[src/hdl/area_idle_defs.svh]
// Purpose: constants for the area idle and memory-type control block
// Assumes: 32-bit register word, control register at offset 0x0, status word at 0x04
// Notes:   definitions only
`ifndef AREA_IDLE_DEFS_SVH
`define AREA_IDLE_DEFS_SVH
`define CTL_OFFSET       8'h00
`define STS_OFFSET       8'h04
`define XAREA_HI_BIT     20
`define XAREA_LO_BIT     19
`define SAME_HI_BIT      17
`define SAME_LO_BIT      16
`define KIND_HI_BIT      14
`define KIND_LO_BIT      12
`define XAREA_RST        2'h3
`define SAME_RST         2'h3
`define KIND_RST         3'h0
`define WRITE_MASK       32'h001B7000
`endif

[src/hdl/area_idle_pkg.sv]
// Purpose: types for the area idle and memory-type control block
// Assumes: nothing beyond the defs header
// Notes:   mem kind codes 101 to 111 are not legal settings
package area_idle_pkg;
   typedef enum logic [2:0] {
      KIND_NORMAL = 3'h0,
      KIND_BROM   = 3'h1,
      KIND_MUXIO  = 3'h2,
      KIND_BSRAM  = 3'h3,
      KIND_SDRAM  = 3'h4
   } mem_kind_t;

   typedef struct packed {
      logic [1:0] xarea_idle;
      logic [1:0] same_idle;
      logic [2:0] kind;
   } area_cfg_t;

   typedef struct packed {
      logic       req;
      logic       same_area;
   } acc_req_t;
endpackage
[src/hdl/area_idle_ctrl.sv]
// What this block does
// other-area read-read idle: 1,2,3,5 cycles
// other-area idle field at bits 20:19
// reserved bits 18 and 15 read zero
// same-area read-read idle field at bits 17:16
// same-area idle: 0,1,2,4 cycles
// same-area idle field resets to 11
// memory kind bits 14:12, reset normal
// memory kind decode; 101, 110, 111 flagged illegal
// strobes idle during gaps; access waits
//
// Purpose: area control register plus read-read idle gap sequencer
// Assumes: requester holds acc_in.req until acc_go_out pulses
// Notes:   offset 0x04 is a read-only status word
`timescale 1ns/1ps
`default_nettype none
`include "area_idle_defs.svh"

module area_idle_ctrl
   import area_idle_pkg::*;
(
   // clock and reset
   input  wire logic        mclk_in,
   input  wire logic        arst_n_in,
   // register port
   input  wire logic [7:0]  reg_addr_in,
   input  wire logic [31:0] reg_wdata_in,
   input  wire logic        reg_wr_in,
   input  wire logic        reg_rd_in,
   output var  logic [31:0] reg_rdata_out,
   // read access requests
   input  wire acc_req_t    acc_in,
   output var  logic        acc_go_out,
   output var  logic        strobe_en_out,
   output var  logic        idle_busy_out,
   // decoded memory kind
   output var  mem_kind_t   mem_kind_out,
   output var  logic        kind_illegal_out
);

   typedef enum logic [1:0] {
      ST_READY = 2'h0,
      ST_IDLE  = 2'h1,
      ST_GO    = 2'h2
   } seq_state_t;

   area_cfg_t   cfg_r, cfg_nxt;
   logic [31:0] rdata_r, rdata_nxt;
   seq_state_t  st_r, st_nxt;
   logic [2:0]  cnt_r, cnt_nxt;
   logic        go_r, go_nxt;
   logic        strobe_r, strobe_nxt;
   logic        busy_r, busy_nxt;
   mem_kind_t   kind_r, kind_nxt;
   logic        ill_r, ill_nxt;
   logic [31:0] cfg_word;
   logic [2:0]  gap;

   always_comb begin
      cfg_word = 32'h0;
      cfg_word[`XAREA_HI_BIT:`XAREA_LO_BIT] = cfg_r.xarea_idle;
      cfg_word[`SAME_HI_BIT:`SAME_LO_BIT]   = cfg_r.same_idle;
      cfg_word[`KIND_HI_BIT:`KIND_LO_BIT]   = cfg_r.kind;
   end

   // register write and read-back
   always_comb begin
      cfg_nxt   = cfg_r;
      rdata_nxt = 32'h0;
      if (reg_wr_in && reg_addr_in == `CTL_OFFSET) begin
         // reserved bits are not stored, so they always read back zero
         cfg_nxt.xarea_idle = reg_wdata_in[`XAREA_HI_BIT:`XAREA_LO_BIT];
         cfg_nxt.same_idle  = reg_wdata_in[`SAME_HI_BIT:`SAME_LO_BIT];
         cfg_nxt.kind       = reg_wdata_in[`KIND_HI_BIT:`KIND_LO_BIT];
      end
      if (reg_rd_in) begin
         if (reg_addr_in == `CTL_OFFSET) begin
            rdata_nxt = cfg_word;
         end else if (reg_addr_in == `STS_OFFSET) begin
            rdata_nxt = {27'h0, ill_r, busy_r, cnt_r};
         end
      end
   end

   always_ff @(posedge mclk_in or negedge arst_n_in) begin
      if (!arst_n_in) begin
         cfg_r   <= '{`XAREA_RST, `SAME_RST, `KIND_RST};
         rdata_r <= 32'h0;
      end else begin
         cfg_r   <= cfg_nxt;
         rdata_r <= rdata_nxt;
      end
   end

   // memory kind decode
   always_comb begin
      ill_nxt = 1'b0;
      unique case (cfg_r.kind)
         3'h0: kind_nxt = KIND_NORMAL;
         3'h1: kind_nxt = KIND_BROM;
         3'h2: kind_nxt = KIND_MUXIO;
         3'h3: kind_nxt = KIND_BSRAM;
         3'h4: kind_nxt = KIND_SDRAM;
         default: begin
            // illegal codes fall back to normal handling
            kind_nxt = KIND_NORMAL;
            ill_nxt  = 1'b1;
         end
      endcase
   end

   // gap length for the waiting request
   always_comb begin
      if (acc_in.same_area) begin
         unique case (cfg_r.same_idle)
            2'h0: gap = 3'h0;
            2'h1: gap = 3'h1;
            2'h2: gap = 3'h2;
            2'h3: gap = 3'h4;
         endcase
      end else begin
         unique case (cfg_r.xarea_idle)
            2'h0: gap = 3'h1;
            2'h1: gap = 3'h2;
            2'h2: gap = 3'h3;
            2'h3: gap = 3'h5;
         endcase
      end
   end

   // idle sequencer: gap inserted before every read request, the first after reset included, except same-area requests with code 00
   always_comb begin
      st_nxt     = st_r;
      cnt_nxt    = cnt_r;
      go_nxt     = 1'b0;
      strobe_nxt = 1'b0;
      busy_nxt   = 1'b0;
      unique case (st_r)
         ST_READY: begin
            if (acc_in.req) begin
               if (gap == 3'h0) begin
                  st_nxt     = ST_GO;
                  go_nxt     = 1'b1;
                  strobe_nxt = 1'b1;
               end else begin
                  st_nxt   = ST_IDLE;
                  cnt_nxt  = gap - 3'h1;
                  busy_nxt = 1'b1;
               end
            end
         end
         ST_IDLE: begin
            if (cnt_r == 3'h0) begin
               st_nxt     = ST_GO;
               go_nxt     = 1'b1;
               strobe_nxt = 1'b1;
            end else begin
               cnt_nxt  = cnt_r - 3'h1;
               busy_nxt = 1'b1;
            end
         end
         ST_GO: begin
            st_nxt = ST_READY;
         end
         default: st_nxt = ST_READY;
      endcase
   end

   always_ff @(posedge mclk_in or negedge arst_n_in) begin
      if (!arst_n_in) begin
         st_r     <= ST_READY;
         cnt_r    <= 3'h0;
         go_r     <= 1'b0;
         strobe_r <= 1'b0;
         busy_r   <= 1'b0;
         kind_r   <= KIND_NORMAL;
         ill_r    <= 1'b0;
      end else begin
         st_r     <= st_nxt;
         cnt_r    <= cnt_nxt;
         go_r     <= go_nxt;
         strobe_r <= strobe_nxt;
         busy_r   <= busy_nxt;
         kind_r   <= kind_nxt;
         ill_r    <= ill_nxt;
      end
   end

   assign reg_rdata_out    = rdata_r;
   assign acc_go_out       = go_r;
   assign strobe_en_out    = strobe_r;
   assign idle_busy_out    = busy_r;
   assign mem_kind_out     = kind_r;
   assign kind_illegal_out = ill_r;

   // checks
   a_resv_read_zero: assert property (@(posedge mclk_in) disable iff (!arst_n_in)
      (rdata_r & ~`WRITE_MASK) == 32'h0 || $past(reg_addr_in) != `CTL_OFFSET)
      else $error("reserved bit read nonzero");
   a_idle_no_strobe: assert property (@(posedge mclk_in) disable iff (!arst_n_in)
      busy_r |-> !strobe_r && !go_r)
      else $error("strobe during idle gap");
   a_same_four_gap: assert property (@(posedge mclk_in) disable iff (!arst_n_in)
      (st_r == ST_READY && acc_in.req && acc_in.same_area && cfg_r.same_idle == 2'h3)
      |=> busy_r [*4] ##1 go_r)
      else $error("same-area gap not four");
   a_same_zero_gap: assert property (@(posedge mclk_in) disable iff (!arst_n_in)
      (st_r == ST_READY && acc_in.req && acc_in.same_area && cfg_r.same_idle == 2'h0)
      |=> go_r)
      else $error("same-area zero gap wrong");
   a_xarea_five_gap: assert property (@(posedge mclk_in) disable iff (!arst_n_in)
      (st_r == ST_READY && acc_in.req && !acc_in.same_area && cfg_r.xarea_idle == 2'h3)
      |=> busy_r [*5] ##1 go_r)
      else $error("other-area gap not five");
   a_xarea_one_gap: assert property (@(posedge mclk_in) disable iff (!arst_n_in)
      (st_r == ST_READY && acc_in.req && !acc_in.same_area && cfg_r.xarea_idle == 2'h0)
      |=> busy_r ##1 go_r)
      else $error("other-area gap not one");
   a_kind_decode: assert property (@(posedge mclk_in) disable iff (!arst_n_in)
      ##1 (ill_r == ($past(cfg_r.kind) > 3'h4)))
      else $error("kind illegal flag wrong");
   a_field_write: assert property (@(posedge mclk_in) disable iff (!arst_n_in)
      (reg_wr_in && reg_addr_in == `CTL_OFFSET) |=>
      cfg_r.xarea_idle == $past(reg_wdata_in[20:19])
      && cfg_r.same_idle == $past(reg_wdata_in[17:16]))
      else $error("idle field write lost");
   a_kind_field: assert property (@(posedge mclk_in) disable iff (!arst_n_in)
      (reg_wr_in && reg_addr_in == `CTL_OFFSET) |=> cfg_r.kind == $past(reg_wdata_in[14:12]))
      else $error("kind field write lost");
   a_reset_same: assert property (@(posedge mclk_in)
      $rose(arst_n_in) |-> cfg_r.same_idle == 2'h3)
      else $error("same-area idle reset wrong");
   a_gap_ends: assert property (@(posedge mclk_in) disable iff (!arst_n_in)
      $rose(busy_r) |-> ##[1:6] go_r)
      else $error("gap never ended");

   // remaining gap codes; the all-ones and zero cases sit above
   a_same_one_gap: assert property (@(posedge mclk_in) disable iff (!arst_n_in)
      (st_r == ST_READY && acc_in.req && acc_in.same_area && cfg_r.same_idle == 2'h1)
      |=> busy_r ##1 go_r)
      else $error("same-area gap not one");
   a_same_two_gap: assert property (@(posedge mclk_in) disable iff (!arst_n_in)
      (st_r == ST_READY && acc_in.req && acc_in.same_area && cfg_r.same_idle == 2'h2)
      |=> busy_r [*2] ##1 go_r)
      else $error("same-area gap not two");
   a_xarea_two_gap: assert property (@(posedge mclk_in) disable iff (!arst_n_in)
      (st_r == ST_READY && acc_in.req && !acc_in.same_area && cfg_r.xarea_idle == 2'h1)
      |=> busy_r [*2] ##1 go_r)
      else $error("other-area gap not two");
   a_xarea_three_gap: assert property (@(posedge mclk_in) disable iff (!arst_n_in)
      (st_r == ST_READY && acc_in.req && !acc_in.same_area && cfg_r.xarea_idle == 2'h2)
      |=> busy_r [*3] ##1 go_r)
      else $error("other-area gap not three");

   // sequencer shape
   a_go_after_idle: assert property (@(posedge mclk_in) disable iff (!arst_n_in)
      $fell(busy_r) |-> go_r)
      else $error("gap ended without go");
   a_go_one_cycle: assert property (@(posedge mclk_in) disable iff (!arst_n_in)
      go_r |=> !go_r && st_r == ST_READY)
      else $error("go not a single pulse");
   a_busy_in_idle: assert property (@(posedge mclk_in) disable iff (!arst_n_in)
      busy_r |-> st_r == ST_IDLE)
      else $error("busy outside idle state");
   a_cnt_bound: assert property (@(posedge mclk_in) disable iff (!arst_n_in)
      cnt_r <= 3'h4)
      else $error("idle countdown too large");

   // register side
   a_kind_map: assert property (@(posedge mclk_in) disable iff (!arst_n_in)
      (cfg_r.kind <= 3'h4) |=> kind_r == $past(cfg_r.kind))
      else $error("legal kind code decoded wrong");
   a_sdram_code: assert property (@(posedge mclk_in) disable iff (!arst_n_in)
      (cfg_r.kind == 3'h4) |=> kind_r == KIND_SDRAM)
      else $error("sdram code decoded wrong");
   a_muxio_code: assert property (@(posedge mclk_in) disable iff (!arst_n_in)
      (cfg_r.kind == 3'h2) |=> kind_r == KIND_MUXIO)
      else $error("muxed io code decoded wrong");
   a_illegal_normal: assert property (@(posedge mclk_in) disable iff (!arst_n_in)
      ill_r |-> kind_r == KIND_NORMAL)
      else $error("illegal kind not normal");
   a_rdata_idle_zero: assert property (@(posedge mclk_in) disable iff (!arst_n_in)
      !$past(reg_rd_in) |-> rdata_r == 32'h0)
      else $error("read data outside read slot");
   a_sts_resv_zero: assert property (@(posedge mclk_in) disable iff (!arst_n_in)
      ($past(reg_rd_in) && $past(reg_addr_in) == `STS_OFFSET) |-> rdata_r[31:5] == 27'h0)
      else $error("status spare bits nonzero");
   a_cfg_hold: assert property (@(posedge mclk_in) disable iff (!arst_n_in)
      !(reg_wr_in && reg_addr_in == `CTL_OFFSET) |=> $stable(cfg_r))
      else $error("config changed without write");
   a_reset_kind: assert property (@(posedge mclk_in)
      $rose(arst_n_in) |-> cfg_r.kind == 3'h0 && cfg_r.xarea_idle == 2'h3)
      else $error("kind or other-area reset wrong");

   c_same_gap: cover property (@(posedge mclk_in) disable iff (!arst_n_in)
      acc_in.same_area && busy_r ##1 go_r);
   c_xarea_gap: cover property (@(posedge mclk_in) disable iff (!arst_n_in)
      !acc_in.same_area && busy_r ##1 go_r);
   c_illegal: cover property (@(posedge mclk_in) disable iff (!arst_n_in) ill_r);
   c_sdram: cover property (@(posedge mclk_in) disable iff (!arst_n_in)
      mem_kind_out == KIND_SDRAM);
   c_muxio: cover property (@(posedge mclk_in) disable iff (!arst_n_in)
      mem_kind_out == KIND_MUXIO);

endmodule
`default_nettype wire

[config.mk]
export PLATFORM = sky130hd
export DESIGN_NAME = area_idle_ctrl
export DESIGN_NICKNAME = d
export VERILOG_FILES = /design/src/hdl/area_idle_pkg.sv /design/src/hdl/area_idle_ctrl.sv
export VERILOG_INCLUDE_DIRS = /design/src /design/src/hdl
export SDC_FILE = /design/constraint.sdc
export NUM_CORES = 1
export LEC_CHECK = 0
export BUFFER_PORTS_ARGS = -buffer_cell sky130_fd_sc_hd__clkbuf_2
export CAP_MARGIN = 25
export CORE_MARGIN = 5
export CORE_UTILIZATION = 39
export DETAILED_ROUTE_END_ITERATION = 7
export PLACE_DENSITY = 0.85
export SYNTH_ARGS = -nofsm -noshare
export SYNTH_HDL_FRONTEND = slang
export SYNTH_SLANG_ARGS = --single-unit
[constraint.sdc]
create_clock -name mclk_in -period 1.78 [get_ports mclk_in]
set_input_delay 0.356 -clock mclk_in [delete_from_list [all_inputs] [get_ports mclk_in]]
set_output_delay 0.356 -clock mclk_in [all_outputs]
set_load 0.01 [all_outputs]
==> impl_results.md, run 1 <==
- Run status: finished, violations left
- Failing checks: setup timing
- Core box area: 3610 µm²
- Htree depth: 2
- Tmin final: 1.81 ns
- Compound-Gate Fraction of Synth Area: 0.0830
- Reg2reg start: cfg_r[6]
- Vias per cell: 4.33
- Pre-CTS setup slack: -0.0361 ns
- Non-Filler Cell Area, Final: 1760 µm²
- Die Span Y: 70.6 µm
- R2R Setup Slk: -0.03 ns
- CTS tree: done
- Post-layout worst setup margin: -0.0280 ns
- Clock sink count: 30
- F_max: 553 MHz
- Slew HR: 0.500
- Diodes inserted: 0
- Most common flop cell mapped by yosys: dfrtp_1
- Filler cell count: 350
- PD cells: 1130 nW/µm²
- Final wirelength: 2630 µm
- Adder-cell area share of the yosys netlist: 0.0262
- RSZ-0062 raised after global routing: true
- Syn. warnings: 0
- Global route overflow: 0
- Post-CTS setup buffers: 0
- Starting density of the core: 0.397
- Register-to-Register Path Depth: 5
- Arr. time, crit path: 1.98 ns
- Clk_lat worst skew: 0.28 ns
- Commonest cells post-synth: dfrtp_1 (26), buf_4 (21), mux2_2 (8)
- Area share of xor/xnor cells in the synthesized design: 0
- Wire length of the first global-routing pass: 4220 µm
- Area growth syn-to-layout: 23.1%
- Die ar.: 4980 µm²
- EDFF count, synth: 0
- Post-Syn Instances: 122
- Max Cap Viol: 0
- Tcrit/Tclk final: 1.02
- DRC: 0
- Layout cell share with drive strength beyond 1: 0.422
- Vias: 958
- DP HPWL: 2000 µm
- Worst hold path class: primary input to asynchronous set/reset pin
- Top cells by area, synth: dfrtp_1 (45%), buf_4 (11%), dfstp_2 (7.3%)
- Simple-gate share of the synthesized area: 0.159
- Worst Skew: 0.00481 ns
- Routability cong.: 0.770
- Clock Path Buffers: 2
- GRT Util Overall: 0.114
- Top cell type's share of synthesized area: 0.455
- Reg-to-Reg End: cnt_r[0]
- Antenna violations before repair: 0
- Final setup vio count: 3
- Dpl cell area: 1670 µm²
- Synthesized area: 1430 µm²
- P_leak: 0.925 nW
- CTS Buf Count: 5
- Chip Width: 70.6 µm
- Vias in the first global route: 895
- Io pins: 85
- Worst VDD drop: 0.533 mV
- DRT iter0 DRCs: 43
- Critical path required time: 1.95 ns
- Max-slew violations: 0
- Crit Path Class: register to register
- Site row count: 22
- Seq/Total Area, Yosys: 0.528
- Type of origin of the critical path: register
- Largest family of logic cells by synthesized area: simple AND/OR/NAND/NOR gates
- Mux contribution to synthesized area: 0.0699
- Root Buffer: clkbuf_8
- Worst setup EP type: register
- I/O Buffers: 39
- ANT nets after route: 0
- Unique masters post-synth: 36
- Wire per inst: 11.9 µm
- Async S/R FF share, synth: 1.00
- Final Hold Fails: 0
- Post-Synthesis Mean Instance Area: 11.7 µm²
- Largest net degree at the start of global routing: 31
- Top-count cell post-synth: dfrtp_1
- CTS clock-pin slew for the worst setup and hold paths: 0.06 ns
- Layout Nets: 221
- Critical-path maximum fanout: 5
- #FFs+latches synth: 30
- Hold bufs inserted after CTS: 0
- Worst Tran Pin Value: 0.751 ns
- DRT Pass-1 Iters: 4
- Area leader, netlist: dfrtp_1
## layer usage
metal	GRT usage	wire [µm]	vias to the layer above
met3	0.0540	196	7
met1	0.120	981	449
met4	0.0564	60	0
met5	0	0	-
li1	-	-	476
met2	0.190	1390	26
## state kept, by name, indices dropped and copies added (netlist names)
signal,count
strobe_en_out,1
reg_rdata_out,12
cnt_r,3
kind_illegal_out,1
st_r,2
cfg_r,7
idle_busy_out,1
mem_kind_out,3
## worst max-delay path: stages, from the launching register on
cell      delay (ns)
dfstp_2         0.54
inv_2           0.05
ha_4            0.23
and4bb_1        0.22
o32ai_4         0.32
mux2_4          0.33
## power by group
group	internal (mW)	total (mW)	switching, mW
clock	0.311	0.554	0.244
combinational	0.303	0.585	0.282
sequential	0.774	0.849	0.0751
## area by class of cell
| cell class | instances | area [µm²] | area share |
|---|---|---|---|
| clock buffers | 7 | 86.3 | 0.0490 |
| clock inverters | 1 | 5.00 | 0.00284 |
| inverters | 7 | 26.3 | 0.0149 |
| multi-input cells | 82 | 581 | 0.330 |
| flip-flops and latches | 30 | 756 | 0.429 |
| well taps | 48 | 60.1 | 0.0341 |
| repair buffers | 46 | 248 | 0.141 |
## metrics by stage
stage / std cells / total power, mW / setup TNS, ns / hold slack (ns) / utilization
2_1_floorplan: 141 / 1.27 / 0 / 0.0604 / -
3_3_place_gp: 213 / 1.42 / -0.0302 / 0.437 / 0.462
3_5_place_dp: 213 / 1.44 / -0.0497 / 0.455 / 0.462
4_1_cts: 221 / 2.00 / -0.0586 / 0.149 / 0.487
5_1_grt: 221 / 2.13 / -0.284 / 0.183 / 0.489
6_report: 221 / 1.99 / -0.0411 / 0.128 / 0.489
## cell usage in the layout (no fill, tap or decap), types with 2 or more instances in the layout
cell type,count
nand3_1,2
inv_1,6
clkbuf_2,39
dfrtp_1,26
clkbuf_8,6
dfstp_2,4
nor2_1,7
o21ai_0,3
o211ai_1,2
and2_1,6
nand3b_1,2
conb_1,20
nand2_1,2
nor2b_1,2
a21oi_1,2
nor3_1,3
ha_1,2
buf_4,7
mux2_2,7
## worst max-delay path by stage
stage,startpoint,to,slack [ns],depth (start not counted)
5_1_grt,cfg_r[6],cnt_r[0],-0.11,5
6_report,cfg_r[6],cnt_r[0],-0.03,5
4_1_cts,cfg_r[6],cnt_r[0],-0.04,5
3_3_place_gp,cfg_r[6],cnt_r[0],-0.03,5
3_5_place_dp,cfg_r[6],cnt_r[0],-0.04,5
2_1_floorplan,cfg_r[6],cnt_r[0],0.005,5
## what timing repair did
action | 4_1_cts | 5_1_grt
setup endpoints to repair | 3 | 3
gates resized for setup | 0 | 2
pin swaps | 1 | 0
## cell families (layout without fill, tap and decap cells)
| family | count (synthesis) | count (layout) |
|---|---|---|
| AND/OR/NAND/NOR | 36 | 36 |
| flip-flops | 30 | 30 |
| buffers and inverters | 29 | 61 |
| AO/OA/AOI/OAI | 14 | 14 |
| multiplexers | 9 | 9 |
| adder cells (fa/ha/maj) | 3 | 3 |
| other | 1 | 20 |
(Power assumes the default switching activity.)
==> inputs of run 2 (changes only) <==
==> constraint.sdc (replaced) <==
create_clock -name mclk_in -period 1.78 [get_ports mclk_in]
set_input_delay 0.178 -clock mclk_in [delete_from_list [all_inputs] [get_ports mclk_in]]
set_output_delay 0.178 -clock mclk_in [all_outputs]
set_load 0.01 [all_outputs]
==> run 2 against run 1 <==
The run still ends with setup timing left. Cell count increased by 0.45%. First-iteration DRC count down 72%. Design area up 0.50%. Total power is 1.1% higher. Register-to-register slack lost 0.03 ns. Largest power group unchanged.
==> impl_results.md, run 2 (synthesis gave the netlist of run 1 again) <==
- Clk_lat worst skew: 0.28 ns (about the same)
- Hold Path End: reg_rdata_out[20]
- DRT Pass-1 Iters: 4 (unchanged)
- Critical path's largest stage delay: 0.54 ns (about the same)
- Hold Path Depth: 2
- Vias: 963 (was 958)
- GRT Util Overall: 0.114 (about the same)
- CTS Buf Count: 5 (unchanged)
- Post-layout worst setup margin: -0.0559 ns (was -0.0280 ns)
- Type of origin of the critical path: register (unchanged)
- Wire per inst: 12.4 µm (was 11.9 µm)
- P_leak: 0.926 nW (was 0.925 nW)
- DRT iter0 DRCs: 12 (was 43)
- Non-Filler Instances: 222 (was 221)
- Antenna violations before repair: 0 (unchanged)
- Reg-to-Reg End: cnt_r[1] (was cnt_r[0])
- Layout Nets: 222 (was 221)
- Failing checks: setup timing (unchanged)
- Worst Skew: 0.00868 ns (was 0.00481 ns)
- CTS tree: done (unchanged)
- Global route overflow: 0 (unchanged)
- Site row count: 22 (unchanged)
- F_max: 545 MHz (was 553 MHz)
- Post-CTS setup buffers: 0 (unchanged)
- Reg2reg start: cfg_r[6] (unchanged)
- Run status: finished, violations left (unchanged)
- Setup_tns: -0.132 ns (was -0.0411 ns)
- Layout cell share with drive strength beyond 1: 0.414 (was 0.422)
- Core box area: 3610 µm² (unchanged)
- Starting density of the core: 0.397 (unchanged)
- Wire length of the first global-routing pass: 4330 µm (was 4220 µm)
- Vias per cell: 4.34 (was 4.33)
- Clock Path Buffers: 2 (unchanged)
- DP HPWL: 2090 µm (was 2000 µm)
- Routability cong.: 0.741 (was 0.770)
- Tmin final: 1.84 ns (was 1.81 ns)
- Chip Width: 70.6 µm (unchanged)
- Root Buffer: clkbuf_8 (unchanged)
- Worst setup EP type: register (unchanged)
- CP max-delay cell: dfstp_2 (unchanged)
- Final setup vio count: 3 (unchanged)
- CP top delay family: flip-flops (unchanged)
- Worst Tran Pin Value: 0.745 ns (was 0.751 ns)
- Crit-path cells: inv_2 > ha_4 > and4bb_1 > o32ai_4 > buf_4 > mux2i_1 (was inv_2 > ha_4 > and4bb_1 > o32ai_4 > mux2_4)
- Hold slack: 0.117 ns (was 0.128 ns)
- ANT nets after route: 0 (unchanged)
- Clock sink count: 30 (unchanged)
- Hold Crit Start: reg_addr_in[2]
- Most frequent cells in the layout: clkbuf_2 (39), dfrtp_1 (26), conb_1 (20) (unchanged)
- Final wirelength: 2750 µm (was 2630 µm)
- Worst hold path class: primary input to register (was primary input to asynchronous set/reset pin)
- CTS clock-pin slew for the worst setup and hold paths: 0.06 ns (about the same)
- Area growth syn-to-layout: 23.7% (was 23.1%)
- Htree depth: 2 (unchanged)
- Arr. time, crit path: 2.04 ns (was 1.98 ns)
- Tcrit/Tclk final: 1.03 (was 1.02)
- Pre-CTS setup slack: -0.0697 ns (was -0.0361 ns)
- Die Span Y: 70.6 µm (unchanged)
- Largest net degree at the start of global routing: 31 (unchanged)
- Final Hold Fails: 0 (unchanged)
- Critical path required time: 1.98 ns (was 1.95 ns)
- WP buf/inv: 2 (was 1)
- RSZ-0062 raised after global routing: true (unchanged)
- Worst VDD drop: 0.652 mV (was 0.533 mV)
- R2R Setup Slk: -0.06 ns (was -0.03 ns)
- Io pins: 85 (unchanged)
- Die ar.: 4980 µm² (unchanged)
- Filler cell count: 353 (was 350)
- DRC: 0 (unchanged)
- Slew HR: 0.503 (was 0.500)
- Commonest non-fill, non-tap cell in the layout: clkbuf_2 (unchanged)
- Cell Count Post-Placement: 213 (unchanged)
- I/O Buffers: 39 (unchanged)
- Register-to-Register Path Depth: 6 (was 5)
- Diodes inserted: 0 (unchanged)
- Max Cap Viol: 0 (unchanged)
- Vias in the first global route: 973 (was 895)
- Critical-path maximum fanout: 5 (unchanged)
- Dpl cell area: 1670 µm² (unchanged)
- Max-slew violations: 0 (unchanged)
- Crit Path Class: register to register (unchanged)
- Max reg flops: 12 (unchanged)
- Non-Filler Cell Area, Final: 1770 µm² (was 1760 µm²)
- PD cells: 1140 nW/µm² (was 1130 nW/µm²)
==> run 2: cell types whose count changed in the layout (fill, tap and decap cells not counted) <==
| cell | before | now |
|---|---|---|
| clkinv_2 | 1 | 0 |
| clkbuf_1 | 1 | 2 |
| o21ai_1 | 1 | 0 |
| dlygate4sd3_1 | 0 | 1 |
| o21ai_0 | 3 | 4 |
==> run 2: worst max-delay path by stage <==
| stage | to | depth (start not counted) | from |
|---|---|---|---|
| after detailed placement | cnt_r[1] | 6 | cfg_r[6] |
| after global placement | cnt_r[0] | 5 | cfg_r[6] |
| after global routing | cnt_r[1] | 6 | cfg_r[6] |
| final | cnt_r[1] | 6 | cfg_r[6] |
| after floorplan | cnt_r[0] | 5 | cfg_r[6] |
| after CTS | cnt_r[0] | 5 | cfg_r[6] |
==> run 2: area by class of cell <==
type / count / area [µm²] / area share
tap: 48 / 60.1 / 0.0339
clock buffer: 8 / 90.1 / 0.0509
timing repair buffer: 47 / 258 / 0.146
multi-input combinational: 82 / 581 / 0.328
inverter: 7 / 26.3 / 0.0148
sequential: 30 / 756 / 0.427
==> run 2: what timing repair did <==
| item | CTS | global route |
|---|---|---|
| cloned | 0 | 0 |
| hold buffers | 1 | 0 |
| endpoints found under the hold margin | 26 | 0 |
| resized for setup | 0 | 1 |
| endpoints found under the setup margin | 3 | 3 |
==> run 2: report_power, final <==
group	internal, mW	total (mW)	switching, mW	leakage, nW
clock	0.315	0.561	0.246	0.0455
sequential	0.774	0.849	0.0755	0.392
combinational	0.306	0.600	0.294	0.488
==> run 2: routing by layer <==
layer | vias up | GRT usage | routed length (µm)
met2 | 24 | 0.193 | 1480
li1 | 476 | - | -
met4 | 0 | 0.0689 | 53
met1 | 458 | 0.126 | 1060
met3 | 5 | 0.0341 | 153
met5 | - | 0 | 0
==> run 2: metrics by stage <==
stage / utilization / total power, mW
detailed placement: 0.462 / 1.45
global placement: 0.462 / 1.42
floorplan: - / 1.27
global route: 0.491 / 2.12
CTS: 0.490 / 2.02
finish: 0.491 / 2.01
==> inputs of run 3 (changes only) <==
GPL_TIMING_DRIVEN = 1   (was default)
RECOVER_POWER = 25   (was default)
==> run 3 against run 2 <==
The flow still finishes with violations (setup timing). Register-to-register slack about the same. Design area down 0.99%. Combinational power about the same. Clock-buffer cell count stayed put. Flip-flop and latch count unchanged. Largest cell class unchanged.
==> impl_results.md, run 3 (synthesis gave the netlist of run 1 again) <==
- Core box area: 3610 µm² (unchanged)
- Max reg flops: 12 (unchanged)
- Wire per inst: 12.4 µm (about the same)
- Tcrit/Tclk final: 1.03 (about the same)
- Site row count: 22 (unchanged)
- I/O Buffers: 39 (unchanged)
- Crit Path Class: register to register (unchanged)
- Utilization after layout: 0.486 (was 0.491)
- Final wirelength: 2760 µm (was 2750 µm)
- Cell Count Post-Placement: 213 (unchanged)
- Die Span Y: 70.6 µm (unchanged)
- Worst setup EP type: register (unchanged)
- CP top delay family: flip-flops (unchanged)
- Failing checks: setup timing (unchanged)
- Worst Skew: 0.00875 ns (was 0.00868 ns)
- DP HPWL: 2090 µm (unchanged)
- Chip Width: 70.6 µm (unchanged)
- Clock sink count: 30 (unchanged)
- GRT Util Overall: 0.114 (unchanged)
- Most frequent cells in the layout: dfrtp_1 (26), clkbuf_2 (25), conb_1 (20) (was clkbuf_2 (39), dfrtp_1 (26), conb_1 (20))
- DRT Pass-1 Iters: 4 (unchanged)
- DRT iter0 DRCs: 13 (was 12)
- Diodes inserted: 0 (unchanged)
- Run status: finished, violations left (unchanged)
- Layout cell share with drive strength beyond 1: 0.333 (was 0.414)
- Reg2reg start: cfg_r[6] (unchanged)
- Root Buffer: clkbuf_8 (unchanged)
- CTS clock-pin slew for the worst setup and hold paths: 0.07 ns (was 0.06 ns)
- Crit-path cells: inv_2 > ha_4 > and4bb_1 > o32ai_4 > buf_4 > mux2i_1 (unchanged)
- Critical path required time: 1.98 ns (about the same)
- Largest net degree at the start of global routing: 31 (unchanged)
- Post-layout worst setup margin: -0.0605 ns (was -0.0559 ns)
- Routability cong.: 0.741 (unchanged)
- F_max: 543 MHz (was 545 MHz)
- Vias in the first global route: 973 (unchanged)
- CTS tree: done (unchanged)
- Non-Filler Instances: 222 (unchanged)
- Final setup vio count: 3 (unchanged)
- Max-slew violations: 0 (unchanged)
- Critical path's largest stage delay: 0.54 ns (about the same)
- Vias: 961 (was 963)
- P_leak: 0.878 nW (was 0.926 nW)
- Wire length of the first global-routing pass: 4330 µm (unchanged)
- Global route overflow: 0 (unchanged)
- CP max-delay cell: dfstp_2 (unchanged)
- Hold Crit Start: reg_wdata_in[14] (was reg_addr_in[2])
- Worst Tran Pin Value: 0.744 ns (was 0.745 ns)
- Max Cap Viol: 0 (unchanged)
- Post-CTS setup buffers: 0 (unchanged)
- ANT nets after route: 0 (unchanged)
- Commonest non-fill, non-tap cell in the layout: dfrtp_1 (was clkbuf_2)
- Clk_lat worst skew: 0.28 ns (about the same)
- Design Power: 2.00 mW (was 2.01 mW)
- Clock Path Buffers: 2 (unchanged)
- Slew HR: 0.504 (was 0.503)
- Io pins: 85 (unchanged)
- Starting density of the core: 0.397 (unchanged)
- Die ar.: 4980 µm² (unchanged)
- Tmin final: 1.84 ns (about the same)
- DRC: 0 (unchanged)
- RSZ-0062 raised after global routing: true (unchanged)
- Final Hold Fails: 0 (unchanged)
- Worst hold path class: primary input to register (unchanged)
- Worst VDD drop: 0.652 mV (about the same)
- Vias per cell: 4.33 (was 4.34)
- Critical-path maximum fanout: 5 (unchanged)
- Htree depth: 2 (unchanged)
- Setup_tns: -0.139 ns (was -0.132 ns)
- Arr. time, crit path: 2.04 ns (about the same)
- CTS Buf Count: 5 (unchanged)
- Layout Nets: 222 (unchanged)
- WP buf/inv: 2 (unchanged)
- Area growth syn-to-layout: 22.5% (was 23.7%)
- Antenna violations before repair: 0 (unchanged)
- Type of origin of the critical path: register (unchanged)
- PD cells: 1140 nW/µm² (about the same)
- Crit. Startpoint: cfg_r[6] (unchanged)
==> run 3: changes by cell type in the layout (fill, tap and decap cells not counted) <==
cell      previous run  this run
clkbuf_1             2        16
clkbuf_2            39        25
==> run 3: stage by stage <==
step / area (µm²) / hold WS (ns) / setup WS [ns]
floorplan: 1520 / -0.118 / 0.00451
global placement: 1670 / 0.258 / -0.0258
detailed placement: 1670 / 0.277 / -0.0697
CTS: 1770 / 0.108 / -0.0790
global route: 1750 / 0.111 / -0.136
finish: 1750 / 0.120 / -0.0605
==> run 3: worst paths after layout <==
path                                endpoint  slack (ns)  depth (start not counted)
max                                 cnt_r[1]       -0.06                          6
min                                 cfg_r[2]        0.12                          2
max reg2reg                         cnt_r[1]       -0.06                          6
min reg2reg                          st_r[1]        0.48                          1
max in group asynchronous  reg_rdata_out[19]        0.81                          2
min in group asynchronous  reg_rdata_out[14]        0.49                          2
==> run 3: routing by layer <==
metal  wire (µm)  track usage  vias to the layer above
li1            -            -                      476
met1        1060        0.126                      456
met2        1480        0.193                       24
met3         155       0.0341                        5
met4          53       0.0689                        0
met5           0            0                        -
==> run 3: worst reg2reg max path, stage by stage (launching register included) <==
cell      delay (ns)
dfstp_2         0.54
inv_2           0.05
ha_4            0.23
and4bb_1        0.23
o32ai_4         0.33
buf_4           0.19
mux2i_1         0.19
==> run 3: cell type report <==
cell class | instances | area, µm²
tap | 48 | 60.1
fill | 362 | 1850
sequential | 30 | 756
clock buffer | 8 | 90.1
inverter | 7 | 26.3
multi-input combinational | 82 | 581
timing repair buffer | 47 | 240
==> run 3: where the power goes <==
part	internal [mW]	switching, mW	total (mW)	leakage, nW
Combinational	0.303	0.295	0.598	0.440
Clock	0.315	0.243	0.557	0.0455
Sequential	0.774	0.0747	0.848	0.392
Total	1.39	0.612	2.00	0.878
==> run 3: repair_timing <==
action / 4_1_cts / 5_1_grt
endpoints found under the hold margin: 26 / 0
gates resized for setup: 0 / 1
setup endpoints to repair: 3 / 3
hold buffers: 1 / 0
